--- src/sic_pkg.sv ---
// Purpose: Shared constants for the supervisor interrupt and counter registers
// Assumes: 32-bit register bus, 64-bit supervisor register width
// Notes:   Offsets are byte addresses on the bus
`default_nettype none
package sic_pkg;

  // ----------------------------------------------------------------
  // Widths
  // ----------------------------------------------------------------
  localparam int SIC_XLEN       = 64;
  localparam int SIC_BUS_W      = 32;
  localparam int SIC_STD_W      = 16;
  localparam int SIC_CNT_W      = 32;
  localparam int SIC_CAUSE_W    = 5;
  localparam int SIC_CNT_IDX_W  = 5;

  // ----------------------------------------------------------------
  // Register byte offsets
  // ----------------------------------------------------------------
  localparam logic [7:0] SIC_OFF_PEND_LO = 8'h00;
  localparam logic [7:0] SIC_OFF_PEND_HI = 8'h04;
  localparam logic [7:0] SIC_OFF_EN_LO   = 8'h08;
  localparam logic [7:0] SIC_OFF_EN_HI   = 8'h0C;
  localparam logic [7:0] SIC_OFF_CNTEN   = 8'h10;
  localparam logic [7:0] SIC_OFF_SCR_LO  = 8'h14;
  localparam logic [7:0] SIC_OFF_SCR_HI  = 8'h18;
  localparam logic [7:0] SIC_OFF_TCMP_LO = 8'h1C;
  localparam logic [7:0] SIC_OFF_TCMP_HI = 8'h20;
  localparam logic [7:0] SIC_OFF_STATUS  = 8'h24;

  // ----------------------------------------------------------------
  // Interrupt bit positions (cause number equals bit number)
  // ----------------------------------------------------------------
  localparam int SIC_BIT_SW  = 1;
  localparam int SIC_BIT_TMR = 5;
  localparam int SIC_BIT_EXT = 9;
  localparam int SIC_BIT_MSI = 3;
  localparam int SIC_BIT_MTI = 7;
  localparam int SIC_BIT_MEI = 11;

  // Counter-enable bit positions
  localparam int SIC_CNT_CYCLE   = 0;
  localparam int SIC_CNT_TIME    = 1;
  localparam int SIC_CNT_RETIRED = 2;

  // ----------------------------------------------------------------
  // Privilege encodings and defaults
  // ----------------------------------------------------------------
  localparam logic [1:0] SIC_PRIV_U = 2'h0;
  localparam logic [1:0] SIC_PRIV_S = 2'h1;
  localparam logic [1:0] SIC_PRIV_M = 2'h3;

  localparam logic [15:0] SIC_IMPL_DEFAULT     = 16'h0222;
  localparam logic [15:0] SIC_IMPL_LEGAL       = 16'h0222;
  localparam logic [31:0] SIC_CNT_IMPL_DEFAULT = 32'hFFFFFFFF;
  localparam logic [63:0] SIC_TCMP_RESET       = 64'hFFFFFFFFFFFFFFFF;
  localparam logic [1:0]  SIC_HTRANS_NONSEQ    = 2'h2;
  localparam logic [4:0]  SIC_CAUSE_NONE       = 5'h00;

  // Bus state machine, one-hot
  typedef enum logic [1:0] {
    SIC_BUS_IDLE  = 2'b01,
    SIC_BUS_RWAIT = 2'b10
  } sic_bus_st_t;

endpackage
`default_nettype wire

--- src/sic_csr_top.sv ---
// Purpose: Supervisor interrupt pending/enable, trap selection, counter gating, scratch
// Assumes: AHB-Lite slave, single word transfers, inputs synchronous to clk
// Notes:   Reads take one wait state; writes take none
`default_nettype none
`timescale 1ns/1ns

// Operation
// Cause i maps to bit i everywhere
// Bits 15:0 standard, 16 up platform
// Trap needs pending, enable, privilege gate
// Conditions re-evaluated every cycle, after return
// Supervisor interrupts precede lower-mode ones
// Writing zero clears a writable pending bit
// Read-only pending bits cleared by environment
// Enables writable if pending possible, else zero
// External pending bit 9, environment driven
// Timer pending bit 5, environment driven
// Software pending bit 1, writable, platform-settable
// Other hart's IPI sets software pending
// Unimplemented causes read zero, write-any read-legal
// All-ones enable write reveals implemented sources
// Supervisor views alias machine-level fields
// Bits 3, 7, 11 are machine causes
// Priority: external, then software, then timer
// Timer interrupts scheduled against real time
// Clear enable bit traps user counter read
// Counter enable always present, bits maybe zero
// User access needs both enable bits set
// Scratch register freely readable, writable, inert
// User mode ignores global supervisor enable
// Cycle bit0, time bit1, retired bit2
module sic_csr_top
  import sic_pkg::*;
#(
  parameter logic [15:0] IMPL_MASK     = SIC_IMPL_DEFAULT,
  parameter logic [31:0] CNT_IMPL_MASK = SIC_CNT_IMPL_DEFAULT
)(
  input  wire logic                     clk,
  input  wire logic                     rstn,
  input  wire logic                     hsel,
  input  wire logic [31:0]              haddr,
  input  wire logic [1:0]               htrans,
  input  wire logic                     hwrite,
  input  wire logic [2:0]               hsize,
  input  wire logic [31:0]              hwdata,
  input  wire logic                     hready,
  output var  logic [31:0]              hrdata,
  output var  logic                     hreadyout,
  output var  logic                     hresp,
  input  wire logic [1:0]               priv_mode,
  input  wire logic                     status_sie,
  input  wire logic                     supervisor_trap_return,
  input  wire logic                     sup_external_pending,
  input  wire logic                     sup_timer_pending,
  input  wire logic                     sup_software_set,
  input  wire logic [SIC_XLEN-1:0]      real_time,
  input  wire logic                     cnt_rd_valid,
  input  wire logic [SIC_CNT_IDX_W-1:0] cnt_rd_idx,
  input  wire logic [SIC_CNT_W-1:0]     mach_cnt_enable,
  output var  logic                     irq_req,
  output var  logic [SIC_CAUSE_W-1:0]   irq_cause,
  output var  logic                     cnt_illegal,
  output var  logic                     cnt_grant
);

  // ----------------------------------------------------------------
  // Elaboration checks
  // ----------------------------------------------------------------
  if ((IMPL_MASK & ~SIC_IMPL_LEGAL) != 16'h0000)
  begin : g_chk_impl
    $error("IMPL_MASK names a source this block cannot serve");
  end

  // ----------------------------------------------------------------
  // Address decode shared by read and write paths
  // ----------------------------------------------------------------
  function automatic logic [9:0] sic_decode(input logic [31:0] addr);
    logic [9:0] sel;
    sel = 10'h000;
    unique case (addr[7:0])
      SIC_OFF_PEND_LO: sel[0] = 1'b1;
      SIC_OFF_PEND_HI: sel[1] = 1'b1;
      SIC_OFF_EN_LO:   sel[2] = 1'b1;
      SIC_OFF_EN_HI:   sel[3] = 1'b1;
      SIC_OFF_CNTEN:   sel[4] = 1'b1;
      SIC_OFF_SCR_LO:  sel[5] = 1'b1;
      SIC_OFF_SCR_HI:  sel[6] = 1'b1;
      SIC_OFF_TCMP_LO: sel[7] = 1'b1;
      SIC_OFF_TCMP_HI: sel[8] = 1'b1;
      SIC_OFF_STATUS:  sel[9] = 1'b1;
      default:         sel = 10'h000;
    endcase
    // Anything above the low byte must be zero to hit
    if (addr[31:8] != 24'h000000)
      sel = 10'h000;
    return sel;
  endfunction

  // ----------------------------------------------------------------
  // State
  // ----------------------------------------------------------------
  sic_bus_st_t             bus_st_reg;
  logic [9:0]              dp_sel_reg;
  logic                    dp_write_reg;
  logic                    soft_pend_reg;
  logic [SIC_STD_W-1:0]    en_reg;
  logic [SIC_CNT_W-1:0]    cnten_reg;
  logic [SIC_XLEN-1:0]     scratch_reg;
  logic [SIC_XLEN-1:0]     tcmp_reg;
  logic                    tcmp_hit;
  logic [SIC_STD_W-1:0]    pend_vec;
  logic [SIC_STD_W-1:0]    elig;
  logic                    glob_en;
  logic                    take_next;
  logic [SIC_CAUSE_W-1:0]  cause_next;
  logic                    addr_take;
  logic [9:0]              addr_sel;
  logic [31:0]             rd_next;
  logic                    wr_pend_lo;

  assign addr_take  = hsel && hready && (htrans == SIC_HTRANS_NONSEQ);
  assign addr_sel   = sic_decode(haddr);
  assign wr_pend_lo = dp_write_reg && dp_sel_reg[0];

  // ----------------------------------------------------------------
  // Timer compare unit
  // ----------------------------------------------------------------
  sic_tcmp #(
    .W (SIC_XLEN)
  ) u_tcmp (
    .clk       (clk),
    .rstn      (rstn),
    .real_time (real_time),
    .compare   (tcmp_reg),
    .hit       (tcmp_hit)
  );

  // ----------------------------------------------------------------
  // Bus slave: address phase capture and read wait state
  // ----------------------------------------------------------------
  // Reads wait one cycle so a write just before is always visible
  always_ff @(posedge clk)
  begin
    if (!rstn)
    begin
      bus_st_reg   <= SIC_BUS_IDLE;
      dp_sel_reg   <= 10'h000;
      dp_write_reg <= 1'b0;
      hreadyout    <= 1'b1;
      hrdata       <= 32'h00000000;
    end
    else
    begin
      unique case (bus_st_reg)
        SIC_BUS_IDLE:
        begin
          dp_write_reg <= addr_take && hwrite;
          dp_sel_reg   <= addr_take ? addr_sel : 10'h000;
          if (addr_take && !hwrite)
          begin
            bus_st_reg <= SIC_BUS_RWAIT;
            hreadyout  <= 1'b0;
          end
        end
        SIC_BUS_RWAIT:
        begin
          dp_write_reg <= 1'b0;
          hrdata       <= rd_next;
          hreadyout    <= 1'b1;
          bus_st_reg   <= SIC_BUS_IDLE;
        end
      endcase
    end
  end

  always_ff @(posedge clk)
  begin
    if (!rstn)
      hresp <= 1'b0;
    else
      hresp <= 1'b0;
  end

  // ----------------------------------------------------------------
  // Read multiplexer
  // ----------------------------------------------------------------
  always_comb
  begin
    rd_next = 32'h00000000;
    unique case (1'b1)
      dp_sel_reg[0]: rd_next = {16'h0000, pend_vec};
      dp_sel_reg[2]: rd_next = {16'h0000, en_reg};
      dp_sel_reg[4]: rd_next = cnten_reg;
      dp_sel_reg[5]: rd_next = scratch_reg[31:0];
      dp_sel_reg[6]: rd_next = scratch_reg[63:32];
      dp_sel_reg[7]: rd_next = tcmp_reg[31:0];
      dp_sel_reg[8]: rd_next = tcmp_reg[63:32];
      dp_sel_reg[9]: rd_next = {22'h00000, irq_cause, irq_req, glob_en, status_sie, priv_mode};
      // Platform halves hold no sources and read zero
      default:       rd_next = 32'h00000000;
    endcase
  end

  // ----------------------------------------------------------------
  // Pending view
  // ----------------------------------------------------------------
  // Machine causes 3, 7, 11 are never delegated here, so read zero
  always_comb
  begin
    pend_vec              = 16'h0000;
    pend_vec[SIC_BIT_EXT] = sup_external_pending;
    pend_vec[SIC_BIT_TMR] = sup_timer_pending || tcmp_hit;
    pend_vec[SIC_BIT_SW]  = soft_pend_reg;
    pend_vec              = pend_vec & IMPL_MASK;
  end

  // Software pending: platform or IPI set beats a software clear
  always_ff @(posedge clk)
  begin
    if (!rstn)
      soft_pend_reg <= 1'b0;
    else if (sup_software_set && IMPL_MASK[SIC_BIT_SW])
      soft_pend_reg <= 1'b1;                                   // see
    else if (wr_pend_lo)
      soft_pend_reg <= hwdata[SIC_BIT_SW] && IMPL_MASK[SIC_BIT_SW];
  end
  // External and timer pending ignore bus writes; the environment
  // withdraws them (compare rewrite for the timer).  see

  // ----------------------------------------------------------------
  // Enable, counter enable, scratch, timer compare
  // ----------------------------------------------------------------
  always_ff @(posedge clk)
  begin
    if (!rstn)
      en_reg <= 16'h0000;
    else if (dp_write_reg && dp_sel_reg[2])
      en_reg <= hwdata[SIC_STD_W-1:0] & IMPL_MASK;             // see
  end

  always_ff @(posedge clk)
  begin
    if (!rstn)
      cnten_reg <= 32'h00000000;
    else if (dp_write_reg && dp_sel_reg[4])
      cnten_reg <= hwdata & CNT_IMPL_MASK;                     // see
  end

  always_ff @(posedge clk)
  begin
    if (!rstn)
      scratch_reg <= 64'h0000000000000000;
    else if (dp_write_reg && dp_sel_reg[5])
      scratch_reg[31:0] <= hwdata;
    else if (dp_write_reg && dp_sel_reg[6])
      scratch_reg[63:32] <= hwdata;
  end

  always_ff @(posedge clk)
  begin
    if (!rstn)
      tcmp_reg <= SIC_TCMP_RESET;
    else if (dp_write_reg && dp_sel_reg[7])
      tcmp_reg[31:0] <= hwdata;
    else if (dp_write_reg && dp_sel_reg[8])
      tcmp_reg[63:32] <= hwdata;
  end

  // ----------------------------------------------------------------
  // Trap condition and priority
  // ----------------------------------------------------------------
  // Evaluated every cycle from live inputs, so a return or any
  // enable or pending write is reflected at the very next edge.
  assign glob_en = ((priv_mode == SIC_PRIV_S) && status_sie)
                || (priv_mode == SIC_PRIV_U);
  assign elig    = pend_vec & en_reg & {SIC_STD_W{glob_en}};

  always_comb
  begin
    take_next  = 1'b0;
    cause_next = SIC_CAUSE_NONE;
    // No lower-mode interrupts exist here; supervisor ones win. see
    if (elig[SIC_BIT_EXT])
    begin
      take_next  = 1'b1;
      cause_next = 5'(SIC_BIT_EXT);
    end
    else if (elig[SIC_BIT_SW])
    begin
      take_next  = 1'b1;
      cause_next = 5'(SIC_BIT_SW);
    end
    else if (elig[SIC_BIT_TMR])
    begin
      take_next  = 1'b1;
      cause_next = 5'(SIC_BIT_TMR);
    end
  end

  always_ff @(posedge clk)
  begin
    if (!rstn)
    begin
      irq_req   <= 1'b0;
      irq_cause <= SIC_CAUSE_NONE;
    end
    else
    begin
      irq_req   <= take_next;
      irq_cause <= cause_next;
    end
  end

  // ----------------------------------------------------------------
  // User counter gating
  // ----------------------------------------------------------------
  always_ff @(posedge clk)
  begin
    if (!rstn)
    begin
      cnt_illegal <= 1'b0;
      cnt_grant   <= 1'b0;
    end
    else
    begin
      cnt_illegal <= cnt_rd_valid && (priv_mode == SIC_PRIV_U)
                  && !(cnten_reg[cnt_rd_idx] && mach_cnt_enable[cnt_rd_idx]); // see
      cnt_grant   <= cnt_rd_valid && !((priv_mode == SIC_PRIV_U)
                  && !(cnten_reg[cnt_rd_idx] && mach_cnt_enable[cnt_rd_idx]));
    end
  end
endmodule
`default_nettype wire

--- src/sic_tcmp.sv ---
// Purpose: Timer compare against the real-time counter
// Assumes: Real-time count is synchronous to clk
// Notes:   Hit is registered; it tracks the compare every cycle
`default_nettype none
`timescale 1ns/1ns
module sic_tcmp
  import sic_pkg::*;
#(
  parameter int W = SIC_XLEN
)(
  input  wire logic         clk,
  input  wire logic         rstn,
  input  wire logic [W-1:0] real_time,
  input  wire logic [W-1:0] compare,
  output var  logic         hit
);

  // ----------------------------------------------------------------
  // Compare
  // ----------------------------------------------------------------
  always_ff @(posedge clk)
  begin
    if (!rstn)
      hit <= 1'b0;
    else
      hit <= (real_time >= compare);
  end

endmodule
`default_nettype wire

--- config.mk ---
export PLATFORM = sky130hd
export DESIGN_NAME = sic_csr_top
export DESIGN_NICKNAME = d
export VERILOG_FILES = /design/src/sic_pkg.sv /design/src/sic_csr_top.sv /design/src/sic_tcmp.sv
export SDC_FILE = /design/constraint.sdc
export NUM_CORES = 1
export LEC_CHECK = 0
export BUFFER_PORTS_ARGS = -buffer_cell sky130_fd_sc_hd__buf_2
export CAP_MARGIN = 20
export CORE_ASPECT_RATIO = 0.8
export CORE_UTILIZATION = 25
export CTS_BUF_LIST = sky130_fd_sc_hd__clkbuf_2 sky130_fd_sc_hd__clkbuf_4 sky130_fd_sc_hd__clkbuf_8
export CTS_CLUSTER_DIAMETER = 50
export DETAILED_ROUTE_END_ITERATION = 16
export RECOVER_POWER = 100
export SKIP_LAST_GASP = 1
export SLEW_MARGIN = 40
export SYNTH_ARGS = -nofsm -noshare
export SYNTH_HDL_FRONTEND = slang
export SYNTH_SLANG_ARGS = --single-unit
export TNS_END_PERCENT = 50
--- constraint.sdc ---
create_clock -name clk -period 2.67 [get_ports clk]
set_input_delay 0.534 -clock clk [delete_from_list [all_inputs] [get_ports clk]]
set_output_delay 0.534 -clock clk [all_outputs]
set_load 0.005 [all_outputs]
Word level (Yosys, flattened, before mapping)
Index checks and enable logic that the tools add are counted.

Register bits after elaboration: 219. Output and inout bits: 42. Word-level logic and storage cells: 98.

$lt $le $gt $ge: 2. Eq/ne operators: 14. Mux-type cells: 30. Bitwise operators: 5. Reduce and logical (&&, ||, !) cells: 29.

Operator list (number): one-hot mux 32 bit (8 select lines) (1); >= comparator 64 bit (1); == test 8 x 5 -> 1 bit (second input constant) (4); nonzero test 24 bit (1); AND 10 bit (2); two-way mux 10 bit (2); two-way mux 1 bit (18); logical AND 1 bit (17); == test 8 x 4 -> 1 bit (second input constant) (2); == test 8 x 6 -> 1 bit (second input constant) (2); binary-select mux 1 bit (select 5 bit) (2); == test 8 x 3 -> 1 bit (second input constant) (1); zero test 8 bit (1); less-than comparator 5 x 6 -> 1 bit (second input constant) (1); two-way mux 3 bit (2); == test 2 x 1 -> 1 bit (second input constant) (2); == test 2 bit (second input constant) (2); two-way mux 4 bit (1); one-hot mux 1 bit (2 select lines) (2); one-hot mux 2 bit (2 select lines) (1); AND reduction 2 bit (2); zero test 1 bit (3); NOT 1 bit (3); OR reduction 3 bit (1); 5 further kinds (6).

Longest topological paths before layout
Depth in word-level cells: 7. Depth in mapped cells: 8. Depth with buffers taken out: 8.

Hierarchy
Synthesis repeated with hierarchy kept, for this count alone.

Cell total of the unflattened synthesis: 1303. Area, all modules: 10417.5 sq um.

By module, submodules not included: sic_csr_top (times used 1, cells an instance 1074, area an instance 8793.4 sq um); sic_tcmp (times used 1, cells an instance 229, area an instance 1624.1 sq um).

Worst setup path before layout
OpenSTA, ideal clock, no wires.

Kind: input to register. From: in cnt_rd_idx[0]. To: reg cnt_grant. Setup time: 0.118 ns. Arrival: 2.016 ns. Slack: 0.536 ns. Stages on the path: 8. Buffers on the path: 2. Cell sequence: buf_6 -> buf_6 -> nand3_1 -> o21ai_0 -> mux4_2 -> mux4_2 -> nor3_1 -> nor2_1.

Longest elaborated chain between the ends: 7. Elaborated cells on any way between the ends: 9. Classes of those cells: mux: 4; reduce/logical: 5.

Ends and longest elaborated chain: start, declared (line sic_csr_top.sv:58) `input wire logic [SIC_CNT_IDX_W-1:0] cnt_rd_idx,`; binary-select mux 1 bit (select 5 bit) (line sic_csr_top.sv:329) `&& !(cnten_reg[cnt_rd_idx] && mach_cnt_enable[cnt_rd_idx]));`; two-way mux 1 bit (not written as such) (line sic_csr_top.sv:329); logical AND 1 bit (*) (line sic_csr_top.sv:329); zero test 1 bit (*) (line sic_csr_top.sv:329); logical AND 1 bit (*) (line sic_csr_top.sv:329); zero test 1 bit (*) (line sic_csr_top.sv:328) `cnt_grant <= cnt_rd_valid && !((priv_mode == SIC_PRIV_U)`; logical AND 1 bit (*) (line sic_csr_top.sv:328); end signal, assigned (line sic_csr_top.sv:328); end, declared (line sic_csr_top.sv:63) `output var logic cnt_grant`.

Every way passes the cells marked *; elsewhere a longest branch is shown, timed or not. The select of a mux whose other input is x is not followed. A chain may end at the register's enable or synchronous reset.

Worst setup path in the final report
From: reg dp_sel_reg[9]. To: reg hrdata[21].

Longest elaborated chain between the ends: 1.

Ends and longest elaborated chain: start, declared (line sic_csr_top.sv:103) `logic [9:0] dp_sel_reg;`; start signal, assigned (line sic_csr_top.sv:158) `dp_sel_reg <= addr_take ? addr_sel : 10'h000;`; one-hot mux 32 bit (8 select lines) (line sic_csr_top.sv:190) `unique case (1'b1)`; end signal, assigned (line sic_csr_top.sv:168) `hrdata <= rd_next;`; end, declared (line sic_csr_top.sv:47) `output var logic [31:0] hrdata,`.

No other way between the ends.

==> metrics.yaml <==
outcome:
  outcome: "finished, violations left"
  violations: "capacitance limit, slew limit"
critical_path:
  critical_path.cell_chain: "nor4_1 > a21oi_1 > buf_12 > a22o_1"
  slowest_delay_ps: 1210
  cp_max_fo: 20
  end_kind: "flop"
  cpMaxStageDelayCell: "a21oi_1"
  cp.arrival_ps: 3050
  cp-start-kind: "flop"
  cp.required_ps: 3150
  crit_type: "flop to flop"
route:
  viasPerCell: 5.02
  drc: 0
  first_iter_violations: 1056
  detail_route.wl_per_cell_um: 19.6
  route.met3.wl_mm: 3.43
  drt_first_pass_iters: 6
  vias: 10100
  m1WireLength_mm: 17.2
  routed_wl_mm: 39.2
  wl_met2_mm: 17.5
  ant_nets: 0
  dr.max_layer_used: "met5"
cts:
  cts_post_setup_buffers_inserted: 0
  numCtsBuffers: 38
  cts.sinks: 213
  clock_latency_ps: 550
  htreeDepth: 2
  cts_tree: "built"
  clk_pin_slew_ps: 60
  hold_buffers: 0
  cts_root_buf: "clkbuf_8"
  clock_path_buffers: 3
  cts_resized: 0
sta:
  hold_viol: 0
  max_slew.worst_pin.slew_ps: 1900
  max_freq_mhz: 389
  grt_setup_unrepaired: "false"
  fin_crit_sh: 0.964
  max_slew_margin: -0.268
  setup-tns-final_ps: 0
  hold_ws_ps: 225
  period_minus_slack_ps: 2570
  slew_violations: 112
  setup_viol: 0
  fin_worst_skew_ps: 21.4
synthesis:
  synth_warnings: 0
  synth-edff-count: 0
  synth_most_common_cell: "nand2_1"
  synth_cells: 1230
  synth_top_cell_by_area: "dfxtp_1"
  synth_flop_cell: "dfxtp_1"
  synth_area_leaders: "dfxtp_1 42%, nand2_1 12%, ha_1 7.8%, a21boi_1 7.4%, o211ai_1 4.8%"
  async_reset_ff_frac: 0
  syn_area_um2: 10300
  yosysTopAreaCellShare: 0.415
  ys_seq_area_frac: 0.415
  yosys-top-cells-count: "326 x nand2_1, 213 x dfxtp_1, 101 x a21boi_1, 81 x clkbuf_1, 71 x inv_1"
  syn_avg_cell_area_um2: 8.35
  yosysUniqueCellTypes: 46
  ys_ff_latch: 213
floorplanning:
  die_w_um: 229
  dieHeight_um: 183
  start_util: 0.253
  row_count: 66
  die-area_um2: 41900
  core-area_um2: 40500
  ios: 225
power_and_ir_drop:
  p_leak_uw: 0.00543
  ir_worst_vdd_mv: 0.237
  powerDensity_nw_per_um2: 553
final_layout:
  fin_nets: 1677
  drive_above_1_share: 0.200
  syn2layout_area_growth_pct: 24.0
placed_design:
  gp_congestion: 0.836
  portBuffers: 217
  hpwl_mm: 28.9
global_routing:
  grt_usage: 0.183
  grt-ovfl-total: 0
  grt_pass1_wl_mm: 58.2
  antenna_found_initial: 4
  grt_max_degree: 99
  grt_pass1_vias: 9561
hold_path:
  hp-class: "input port to flop"
run:
  cap_violations: 2
placed cells by master, fill, tap and decap left out, drive strengths merged, types with 3 or more instances in the layout:
| cell type | instances |
|---|---|
| a22o | 32 |
| inv | 72 |
| mux4 | 5 |
| nor2 | 12 |
| clkinv | 4 |
| nand2 | 326 |
| clkbuf | 105 |
| a21o | 5 |
| a21boi | 103 |
| o211ai | 65 |
| o21ai | 30 |
| buf | 205 |
| nand3 | 34 |
| conb | 3 |
| nor3 | 5 |
| dfxtp | 213 |
| ha | 64 |
| nand4 | 19 |
| nor2b | 8 |
| nor4 | 15 |
| a21oi | 28 |
| a222oi | 26 |
| a22oi | 51 |
| and2 | 4 |
power breakdown:
group	internal [uW]	switching, uW
logic	162	236
registers	3180	4.47
clock network	2030	1420
total	5380	1660
cell families (layout without fill, tap and decap cells):
group / count (synthesis) / count (layout) / synth area share
and+or+nand+nor: 429 / 429 / 0.176
AOI/OAI and AO/OA: 354 / 354 / 0.256
DFF: 213 / 213 / 0.415
buffers and inverters: 163 / 389 / 0.0628
adders and majority gates: 64 / 64 / 0.0780
muxes: 6 / 6 / 0.0121
other: 1 / 4 / 0.000365
worst max-delay path: cells and delay by family (launching register included):
kind                   cells  cell delay, ps
AOI/OAI and AO/OA          2            1360
buffers and inverters      1             290
DFF                        1             680
and+or+nand+nor            1             150
worst paths after layout:
kind	start	endpoint	slack, ps	cells after the start
worst min register to register	scratch_reg[15]	scratch_reg[15]	460	2
worst max register to register	dp_sel_reg[9]	hrdata[21]	100	4
worst min-delay path	priv_mode[1]	cnt_illegal	220	2
worst max-delay path	dp_sel_reg[9]	hrdata[21]	100	4
metrics by stage:
step / area (um^2) / instances / setup slack, ps / utilization / total power, uW
finish: 12700 / 2003 / 97.3 / 0.314 / 7040
global route: 12700 / 2003 / 65.8 / 0.314 / 7290
CTS: 12900 / 2002 / 255 / 0.317 / 7120
detailed placement: 12000 / 1934 / 78.9 / 0.296 / 3670
global placement: 12000 / 1934 / 49.4 / 0.296 / 3660
floorplan: 10300 / 1232 / 536 / - / 3410
per-layer routing:
layer	up-vias	track usage
li1	4775	-
met3	58	0.0401
met1	4753	0.249
met4	6	0.0593
met2	466	0.288
met5	-	0
area by class of cell:
| type | count | area, um^2 |
|---|---|---|
| Sequential cell | 213 | 4260 |
| Antenna cell | 1 | 2.50 |
| Timing Repair Buffer | 250 | 1280 |
| Fill cell | 4312 | 27800 |
| Inverter | 71 | 267 |
| Multi-Input combinational cell | 856 | 5370 |
| Clock buffer | 60 | 769 |
| Clock inverter | 8 | 96.3 |
| Tap cell | 544 | 681 |
No activity file was read; power rests on OpenSTA's default activity.
